$ cat src/design/sspi_pkg.sv
// constants and carrier types for the clock-stop spi serial port
// What this block does
// - in clock-stop 11b with polarity zero, transmit data changes on bit clock falling edge.
// - receive data is sampled on the bit clock rising edge; sender holds it stable.
// - master bit clock period is generator input period times one plus divide value, or times two when divide is zero.
// - high phase is divide/2+1 periods when even, (divide+1)/2 when odd, one when zero.
// - low phase is divide/2 periods when even, (divide+1)/2 when odd, one when zero.
// - generator input period is two cpu clocks when source select is 1, else external.
// - with tx sync polarity 1, master inverts internal sync for active-low enable; rx sync polarity plays no part.
// - as slave, each frame-sync pin is an active-low enable, inverted before use, only when its own sync polarity is 1.
// - master asserts enable one full bit clock period before first rising edge.
// - master holds enable one low-phase duration after the final falling edge.
// - first bit appears one high phase after enable as master, promptly as slave.
// - transmit data goes high impedance after the last bit, from final falling edge.
package sspi_pkg;

    // =====================================================
    // widths and encodings
    localparam int SSPI_WORD_W = 8;
    localparam int SSPI_DIV_W = 8;
    localparam int SSPI_BIT_W = 4;
    localparam logic [1:0] SSPI_CSTOP_HALF = 2'h3;
    localparam logic SSPI_SRC_CPU = 1'h1;
    localparam logic [2:0] SSPI_SYNC_RST = 3'h7;
    localparam int SSPI_SMP_DLY = 4;

    // =====================================================
    // state types
    typedef enum logic [2:0] {
        SSPI_IDLE,
        SSPI_LEAD,
        SSPI_LOW,
        SSPI_HIGH,
        SSPI_TAIL,
        SSPI_SLV
    } sspi_phase_t;

    typedef struct packed {
        logic [2:0] sclk;
        logic [2:0] tx_frame_sync_enable;
        logic [2:0] rx_frame_sync_enable;
        logic [2:0] din;
        logic [2:0] ext;
    } sspi_sync_t;

    typedef struct packed {
        sspi_phase_t phase;
        sspi_sync_t sy;
        logic sclk_st;
        logic sel_st;
        logic din_st;
        logic ext_st;
        logic half;
        logic tick;
        logic [SSPI_DIV_W-1:0] cnt;
        logic [SSPI_BIT_W-1:0] bits;
        logic [SSPI_WORD_W-1:0] txsh;
        logic [SSPI_WORD_W-1:0] rxsh;
        logic [SSPI_SMP_DLY-1:0] smp;
        logic fs_pin;
        logic [SSPI_WORD_W-1:0] rx_word;
        logic rx_valid;
        logic busy;
        logic sclk;
        logic sclk_oe;
        logic fs;
        logic fs_oe;
        logic dout;
        logic doe;
    } sspi_state_t;

endpackage

$ cat src/design/sspi_core.sv
// clock-stop spi serial port, master and slave
`timescale 1ns/1ps
`default_nettype none
module sspi_core
    import sspi_pkg::*;
(
    // clock and reset
    input wire logic clk,
    input wire logic sys_rst,
    // configuration
    input wire logic [1:0] clock_stop_mode_select,
    input wire logic tx_clock_polarity,
    input wire logic generator_source_select,
    input wire logic [SSPI_DIV_W-1:0] generator_divide_value,
    input wire logic tx_clock_direction,
    input wire logic rx_clock_direction,
    input wire logic tx_sync_direction,
    input wire logic rx_sync_direction,
    input wire logic tx_sync_polarity,
    input wire logic rx_sync_polarity,
    // user side
    input wire logic tx_start,
    input wire logic [SSPI_WORD_W-1:0] tx_word,
    output logic busy,
    output logic [SSPI_WORD_W-1:0] rx_word,
    output logic rx_valid,
    // pins
    input wire logic generator_ext_clock_i,
    input wire logic serial_bit_clock_i,
    output logic serial_bit_clock_o,
    output logic serial_bit_clock_oe,
    input wire logic tx_frame_sync_enable_i,
    output logic tx_frame_sync_enable_o,
    output logic tx_frame_sync_enable_oe,
    input wire logic rx_frame_sync_enable_i,
    output logic tx_serial_data_o,
    output logic tx_serial_data_oe,
    input wire logic rx_serial_data_i
);

    // =====================================================
    // configuration decode
    sspi_state_t st_ff;
    sspi_state_t nxt_st;
    logic mode_ok;
    logic master;
    logic slave;
    logic [SSPI_DIV_W:0] div_p1;
    logic [SSPI_DIV_W-1:0] hi_len;
    logic [SSPI_DIV_W-1:0] lo_len;
    logic [SSPI_DIV_W-1:0] cur_len;
    logic phase_end;

    assign mode_ok = (clock_stop_mode_select == SSPI_CSTOP_HALF) && !tx_clock_polarity;
    assign master = mode_ok && tx_clock_direction && tx_sync_direction
                    && !rx_clock_direction && !rx_sync_direction;
    assign slave = mode_ok && !tx_clock_direction && !tx_sync_direction
                   && !rx_clock_direction && !rx_sync_direction;
    assign div_p1 = {1'b0, generator_divide_value} + {{SSPI_DIV_W{1'b0}}, 1'b1};

    always_comb begin
        if (!generator_divide_value[0] && (generator_divide_value != '0)) begin
            hi_len = (generator_divide_value >> 1) + {{(SSPI_DIV_W-1){1'b0}}, 1'b1};
            lo_len = generator_divide_value >> 1;
        end else begin
            hi_len = div_p1[SSPI_DIV_W:1];
            lo_len = div_p1[SSPI_DIV_W:1];
        end
        if (hi_len == '0) begin
            hi_len = {{(SSPI_DIV_W-1){1'b0}}, 1'b1};
        end
        if (lo_len == '0) begin
            lo_len = {{(SSPI_DIV_W-1){1'b0}}, 1'b1};
        end
    end

    assign cur_len = (st_ff.phase == SSPI_LOW || st_ff.phase == SSPI_TAIL) ? lo_len : hi_len;
    assign phase_end = st_ff.tick && (st_ff.cnt == cur_len - {{(SSPI_DIV_W-1){1'b0}}, 1'b1});

    // =====================================================
    // next state
    always_comb begin
        logic sel_in;
        logic rise;
        logic fall;
        sel_in = 1'b0;
        rise = 1'b0;
        fall = 1'b0;
        nxt_st = st_ff;
        nxt_st.rx_valid = 1'b0;
        // pin synchronisers, stable once second and third stage agree
        nxt_st.sy.sclk = {st_ff.sy.sclk[1:0], serial_bit_clock_i};
        nxt_st.sy.tx_frame_sync_enable = {st_ff.sy.tx_frame_sync_enable[1:0], tx_frame_sync_enable_i};
        nxt_st.sy.rx_frame_sync_enable = {st_ff.sy.rx_frame_sync_enable[1:0], rx_frame_sync_enable_i};
        nxt_st.sy.din = {st_ff.sy.din[1:0], rx_serial_data_i};
        nxt_st.sy.ext = {st_ff.sy.ext[1:0], generator_ext_clock_i};
        if (st_ff.sy.sclk[1] == st_ff.sy.sclk[2]) begin
            nxt_st.sclk_st = st_ff.sy.sclk[2];
        end
        if ((st_ff.sy.tx_frame_sync_enable[1] == st_ff.sy.tx_frame_sync_enable[2]) && (st_ff.sy.rx_frame_sync_enable[1] == st_ff.sy.rx_frame_sync_enable[2])) begin
            sel_in = (tx_sync_polarity ? ~st_ff.sy.tx_frame_sync_enable[2] : st_ff.sy.tx_frame_sync_enable[2])
                     | (rx_sync_polarity ? ~st_ff.sy.rx_frame_sync_enable[2] : st_ff.sy.rx_frame_sync_enable[2]);
            nxt_st.sel_st = sel_in;
        end
        if (st_ff.sy.din[1] == st_ff.sy.din[2]) begin
            nxt_st.din_st = st_ff.sy.din[2];
        end
        if (st_ff.sy.ext[1] == st_ff.sy.ext[2]) begin
            nxt_st.ext_st = st_ff.sy.ext[2];
        end
        // generator input tick
        nxt_st.half = ~st_ff.half;
        if (generator_source_select == SSPI_SRC_CPU) begin
            nxt_st.tick = st_ff.half;
        end else begin
            nxt_st.tick = nxt_st.ext_st && !st_ff.ext_st;
        end
        if (st_ff.tick) begin
            nxt_st.cnt = phase_end ? '0 : st_ff.cnt + {{(SSPI_DIV_W-1){1'b0}}, 1'b1};
        end
        rise = nxt_st.sclk_st && !st_ff.sclk_st;
        fall = !nxt_st.sclk_st && st_ff.sclk_st;
        // master capture waits out the synchroniser, so it sees the pin as it stood at the rise
        nxt_st.smp = {st_ff.smp[SSPI_SMP_DLY-2:0], 1'b0};
        if (st_ff.smp[SSPI_SMP_DLY-1]) begin
            nxt_st.rxsh = {st_ff.rxsh[SSPI_WORD_W-2:0], st_ff.din_st};
        end
        // pin directions
        nxt_st.sclk_oe = master;
        nxt_st.fs_oe = master;
        case (st_ff.phase)
            SSPI_IDLE: begin
                nxt_st.sclk = 1'b0;
                nxt_st.doe = 1'b0;
                nxt_st.fs = 1'b0;
                nxt_st.busy = 1'b0;
                nxt_st.bits = '0;
                nxt_st.cnt = '0;
                if (master && tx_start) begin
                    nxt_st.txsh = tx_word;
                    nxt_st.fs = 1'b1;
                    nxt_st.busy = 1'b1;
                    nxt_st.phase = SSPI_LEAD;
                end else if (slave && st_ff.sel_st) begin
                    nxt_st.txsh = tx_word << 1;
                    nxt_st.dout = tx_word[SSPI_WORD_W-1];
                    nxt_st.doe = 1'b1;
                    nxt_st.busy = 1'b1;
                    nxt_st.phase = SSPI_SLV;
                end
            end
            SSPI_LEAD: begin
                if (phase_end) begin
                    nxt_st.dout = st_ff.txsh[SSPI_WORD_W-1];
                    nxt_st.txsh = st_ff.txsh << 1;
                    nxt_st.doe = 1'b1;
                    nxt_st.phase = SSPI_LOW;
                end
            end
            SSPI_LOW: begin
                if (phase_end) begin
                    nxt_st.sclk = 1'b1;
                    nxt_st.smp[0] = 1'b1;
                    nxt_st.bits = st_ff.bits + {{(SSPI_BIT_W-1){1'b0}}, 1'b1};
                    nxt_st.phase = SSPI_HIGH;
                end
            end
            SSPI_HIGH: begin
                if (phase_end) begin
                    nxt_st.sclk = 1'b0;
                    if (st_ff.bits == SSPI_BIT_W'(SSPI_WORD_W)) begin
                        nxt_st.doe = 1'b0;
                        nxt_st.phase = SSPI_TAIL;
                    end else begin
                        nxt_st.dout = st_ff.txsh[SSPI_WORD_W-1];
                        nxt_st.txsh = st_ff.txsh << 1;
                        nxt_st.phase = SSPI_LOW;
                    end
                end
            end
            SSPI_TAIL: begin
                if (phase_end) begin
                    nxt_st.fs = 1'b0;
                    nxt_st.rx_word = nxt_st.rxsh;
                    nxt_st.rx_valid = 1'b1;
                    nxt_st.phase = SSPI_IDLE;
                end
            end
            SSPI_SLV: begin
                if (!st_ff.sel_st || !slave) begin
                    nxt_st.doe = 1'b0;
                    nxt_st.phase = SSPI_IDLE;
                end else if (rise && st_ff.bits != SSPI_BIT_W'(SSPI_WORD_W)) begin
                    nxt_st.rxsh = {st_ff.rxsh[SSPI_WORD_W-2:0], st_ff.din_st};
                    nxt_st.bits = st_ff.bits + {{(SSPI_BIT_W-1){1'b0}}, 1'b1};
                end else if (fall) begin
                    if (st_ff.bits == SSPI_BIT_W'(SSPI_WORD_W)) begin
                        if (st_ff.doe) begin
                            nxt_st.rx_word = st_ff.rxsh;
                            nxt_st.rx_valid = 1'b1;
                        end
                        nxt_st.doe = 1'b0;
                    end else begin
                        nxt_st.dout = st_ff.txsh[SSPI_WORD_W-1];
                        nxt_st.txsh = st_ff.txsh << 1;
                    end
                end
            end
            default: begin
                nxt_st.phase = SSPI_IDLE;
            end
        endcase
        nxt_st.fs_pin = tx_sync_polarity ? ~nxt_st.fs : nxt_st.fs;
    end

    // =====================================================
    // state register
    always_ff @(posedge clk) begin
        if (sys_rst) begin
            st_ff <= '0;
            st_ff.sy <= '{sclk: 3'h0, tx_frame_sync_enable: SSPI_SYNC_RST, rx_frame_sync_enable: SSPI_SYNC_RST, din: 3'h0, ext: 3'h0};
            st_ff.phase <= SSPI_IDLE;
            st_ff.fs_pin <= tx_sync_polarity;
        end else begin
            st_ff <= nxt_st;
        end
    end

    // =====================================================
    // outputs
    assign busy = st_ff.busy;
    assign rx_word = st_ff.rx_word;
    assign rx_valid = st_ff.rx_valid;
    assign serial_bit_clock_o = st_ff.sclk;
    assign serial_bit_clock_oe = st_ff.sclk_oe;
    assign tx_frame_sync_enable_o = st_ff.fs_pin;
    assign tx_frame_sync_enable_oe = st_ff.fs_oe;
    assign tx_serial_data_o = st_ff.dout;
    assign tx_serial_data_oe = st_ff.doe;

    // =====================================================
    // checks
    chk_tx_fall_edge: assert property (@(posedge clk) disable iff (sys_rst)
        (st_ff.phase inside {SSPI_LOW, SSPI_HIGH}) && $past(st_ff.phase) == SSPI_HIGH
        && $changed(st_ff.phase) |-> $fell(st_ff.sclk))
        else $error("tx data moved off a falling clock edge");
    chk_rx_rise_sample: assert property (@(posedge clk) disable iff (sys_rst)
        $changed(st_ff.bits) && st_ff.bits != '0 && st_ff.sclk_oe |-> $rose(st_ff.sclk))
        else $error("receive sample not on rising edge");
    chk_period_sum: assert property (@(posedge clk) disable iff (sys_rst)
        generator_divide_value != '0 |-> ({1'b0, hi_len} + {1'b0, lo_len}) == div_p1)
        else $error("bit clock period wrong");
    chk_high_len: assert property (@(posedge clk) disable iff (sys_rst)
        $rose(st_ff.sclk) ##1 (st_ff.cnt == '0) |-> st_ff.phase == SSPI_HIGH)
        else $error("high phase broken early");
    chk_low_len: assert property (@(posedge clk) disable iff (sys_rst)
        st_ff.phase == SSPI_LOW |-> st_ff.cnt < lo_len)
        else $error("low phase overran");
    chk_cpu_tick: assert property (@(posedge clk) disable iff (sys_rst)
        generator_source_select && $past(generator_source_select) && st_ff.tick |=> !st_ff.tick)
        else $error("cpu generator tick faster than two clocks");
    chk_sync_polarity: assert property (@(posedge clk) disable iff (sys_rst)
        tx_sync_polarity && st_ff.phase == SSPI_LEAD |-> !tx_frame_sync_enable_o)
        else $error("slave enable not active low");
    chk_lead_wait: assert property (@(posedge clk) disable iff (sys_rst)
        $rose(st_ff.fs) |-> !st_ff.sclk [*2])
        else $error("clock rose too soon after enable");
    chk_tail_hold: assert property (@(posedge clk) disable iff (sys_rst)
        st_ff.phase == SSPI_TAIL |-> st_ff.fs && !st_ff.sclk && !st_ff.doe)
        else $error("enable dropped before tail ended");
    chk_data_release: assert property (@(posedge clk) disable iff (sys_rst)
        $fell(st_ff.doe) && st_ff.sclk_oe |-> $fell(st_ff.sclk) || st_ff.phase == SSPI_IDLE)
        else $error("data released off the final falling edge");
    chk_idle_low: assert property (@(posedge clk) disable iff (sys_rst)
        st_ff.phase == SSPI_IDLE |=> !st_ff.sclk)
        else $error("bit clock not idle low");

endmodule
`default_nettype wire

$ cat config.mk
export PLATFORM = sky130hd
export DESIGN_NAME = sspi_core
export DESIGN_NICKNAME = d
export VERILOG_FILES = /design/src/design/sspi_pkg.sv /design/src/design/sspi_core.sv
export SDC_FILE = /design/constraint.sdc
export NUM_CORES = 1
export LEC_CHECK = 0
export ABC_AREA = 1
export ABC_CLOCK_PERIOD_IN_PS = 3400
export BUFFER_PORTS_ARGS = -buffer_cell sky130_fd_sc_hd__buf_4
export CAP_MARGIN = 10
export CORE_MARGIN = 8
export CORE_UTILIZATION = 55
export CTS_BUF_LIST = sky130_fd_sc_hd__clkbuf_8
export CTS_CLUSTER_SIZE = 40
export DETAILED_ROUTE_END_ITERATION = 10
export HOLD_SLACK_MARGIN = 0.08
export PLACE_DENSITY_LB_ADDON = 0.05
export RECOVER_POWER = 50
export SLEW_MARGIN = 20
export SYNTH_ARGS = -nofsm -noshare
export SYNTH_HDL_FRONTEND = slang
export SYNTH_SLANG_ARGS = --single-unit
$ cat constraint.sdc
create_clock -name clk -period 3.4 [get_ports clk]
set_clock_uncertainty 0.2 [all_clocks]
set_input_delay 0.34 -clock clk [delete_from_list [all_inputs] [get_ports clk]]
set_output_delay 0.34 -clock clk [all_outputs]
set_load 0.01 [all_outputs]
==> results.yml <==
status:
  status: "completed"
synth:
  synth_ff_type: "dfxtp_1"
  syn_area_per_cell_um2: 6.58
  netlist_instances: 651
  yosysWarnings: 0
  synthAdderAreaFrac: 0.0204
  yosysTopAreaCellShare: 0.336
  yosysTopAreaCell: "dfxtp_1"
  synthSimpleGateAreaFrac: 0.340
  synth_top_family_by_area: "simple AND/OR/NAND/NOR gates"
  syn_nets: 692
  yosys_register_bits: 72
  netlist_area_um2: 4290
  synth_xor_xnor_area_share: 0.0339
  yosysSeqAreaShare: 0.336
  synth_mux_area_frac: 0
  async_flop_share: 0
  yosysUniqueCellTypes: 49
  synth-compound-area-share: 0.158
  synth-edff-count: 0
  synth.area.top_cells: "dfxtp_1 34%, nand2_1 13%, nor2_1 8.7%"
cts:
  cts_tree: "built"
  path_clk_slew_ns: 0.07
  cts-root-buf: "clkbuf_8"
  worst_skew_pair.late_latency_ns: 0.35
  cts_buffers: 9
  clkSinkCount: 72
  cts_max_level: 3
  cts_max_path_buffers: 2
worst_setup_path:
  worstSetupStartpointType: "input pin"
  reg2reg_slack_ns: 0.29
  cp.arrival_ns: 3.20
  end_kind: "flip-flop"
  worstSetupPathType: "in2reg"
  cp_slowest_stage_delay_ns: 0.21
  cp_data_required_time_ns: 3.44
  cp_common_cell: "nand2_1"
  cp_slowest_cell: "ha_4"
  cp_max_fo: 8
routing:
  vias: 4439
  route.top_layer_used: "met4"
  wl_met2_um: 5450
  dr.first_iter.drc_count: 219
  ant_nets: 0
  drt-met1-wl_um: 4950
  wirelength_um: 11200
  wire_per_inst_um: 13.3
  drc: 0
  drt-pass1-iter-count: 5
  vias_per_cell: 5.26
  wl_met3_um: 703
placement:
  io_buffers: 49
  post-place-cells: 815
  gp_congestion: 0.903
  hpwl_um: 7730
  place_area_um2: 4930
final_layout:
  finalInstanceArea_um2: 5440
  drive_above_1_share: 0.237
  regArea_um2: 1450
  fin_nets: 778
  num_antenna_cells: 0
  final_common_cell: "nand2_1"
  multi_input_area_um2: 2530
  syn_to_final_growth_pct: 26.9
  layout_common_cells: "138 x nand2_1, 97 x nor2_1, 81 x buf_4, 78 x inv_1, 69 x dfxtp_1"
  fill_cells: 657
  final_util: 0.711
  stdcell_count: 844
timing:
  max_slew_margin: 0.546
  setup_viol: 0
  finalCritPeriodShare: 0.930
  fmax_ghz: 0.316
  tightest_slew_ns: 0.680
  setup-tns-final_ns: 0
  finalCriticalPeriod_ns: 3.16
  hold_viol: 0
  drv_slew: 0
  rsz0062_at_grt: "true"
global_routing:
  grt_max_degree: 42
  antenna_found_initial: 0
  grt_pass1_vias: 4079
  grtUsageTotal: 0.194
  overflow: 0
  grt_pass1_wl_um: 17900
die:
  design.die.area_um2: 10900
  initial_core_util: 0.560
  rows: 32
  core_area_um2: 7650
  fp.dieW_um: 104
  die_y_um: 104
  io_pins: 50
power_and_ir_drop:
  power_density_nw_per_um2: 624
  vdd_drop_max_mv: 0.339
  cellLeakagePower_nw: 2.44
flow_run:
  max_cap_violations: 0
hold_path:
  worst_hold_path_type: "in2reg"
final timing paths:
| check | start | end | depth (start not counted) |
|---|---|---|---|
| max | generator_divide_value[1] | serial_bit_clock_o$_SDFFE_PP0P_ | 29 |
| min | rx_clock_direction | tx_frame_sync_enable_oe$_SDFF_PP0_ | 4 |
| max reg2reg | st_ff[72]$_SDFFE_PP0P_ | serial_bit_clock_o$_SDFFE_PP0P_ | 22 |
| min reg2reg | nxt_st[65]$_SDFF_PP1_ | nxt_st[66]$_SDFF_PP1_ | 1 |
worst max-delay path: cells and delay by family:
family | cells | cell delay, ns
AO/OA/AOI/OAI | 3 | 0.43
adder cells (fa/ha/maj) | 2 | 0.36
buffers and inverters | 4 | 0.48
AND/OR/NAND/NOR | 20 | 1.59
where the power goes:
part	internal, W	switching [W]	leakage (nW)
combinational	0.000598	0.00103	1.74
clock	0.000414	0.000341	0.111
sequential	0.000931	0.0000837	0.587
final cells by class:
| type | count | area share |
|---|---|---|
| clock buffer | 9 | 0.0228 |
| tap | 102 | 0.0235 |
| inverter | 93 | 0.0660 |
| multi-input combinational | 466 | 0.464 |
| sequential | 72 | 0.266 |
| clock inverter | 7 | 0.0179 |
| timing repair buffer | 95 | 0.140 |
flip-flops by register name (all words and copies together), names as in the netlist:
name                     cells
rx_word                      8
st_ff                       44
tx_serial_data_o             1
tx_serial_data_oe            1
busy                         1
nxt_st                      13
rx_valid                     1
tx_frame_sync_enable_o       1
tx_frame_sync_enable_oe      1
serial_bit_clock_o           1
stage by stage:
stage	hold slack [ns]	power [W]	setup WS [ns]
floorplan	0.188	0.00209	0.0314
global placement	0.189	0.00245	-0.169
detailed placement	0.195	0.00247	-0.228
CTS	0.0949	0.00324	0.112
global route	0.0933	0.00365	-0.0424
finish	0.0958	0.00340	0.238
cells by family after synthesis:
logic type                 count (synthesis)
AOI/OAI and AO/OA                        115
buffers and inverters                    115
xor gates and xnor gates                  15
adders and majority gates                  7
and+or+nand+nor                          327
DFF                                       72
Yosys cell counts (3+ instances only):
cell type and instances:
xnor2_1 3, nor2_1 99, inv_1 78, clkbuf_1 10, nand4_1 8, buf_4 10
nor2_2 3, o21ai_0 44, nand2_1 145, inv_2 14, or2_2 6, o211ai_1 7
nand3_1 38, nand2_2 7, xor2_1 11, o21ai_1 8, a221oi_1 3, a21oi_1 36
ha_1 7, nand2_4 6, dfxtp_1 72
layer usage:
layer  vias up  track usage
met1      2037        0.239
met5         -            0
met3        11       0.0397
met2       132        0.330
met4         0       0.0620
li1       2259            -
timing repair:
action,in CTS,in global routing
resized for setup,0,47
buffers inserted,0,4
setup endpoints to repair,0,27
endpoints found under the hold margin,7,0
hold buffers,7,0
No activity file was read; power rests on OpenSTA's default activity.
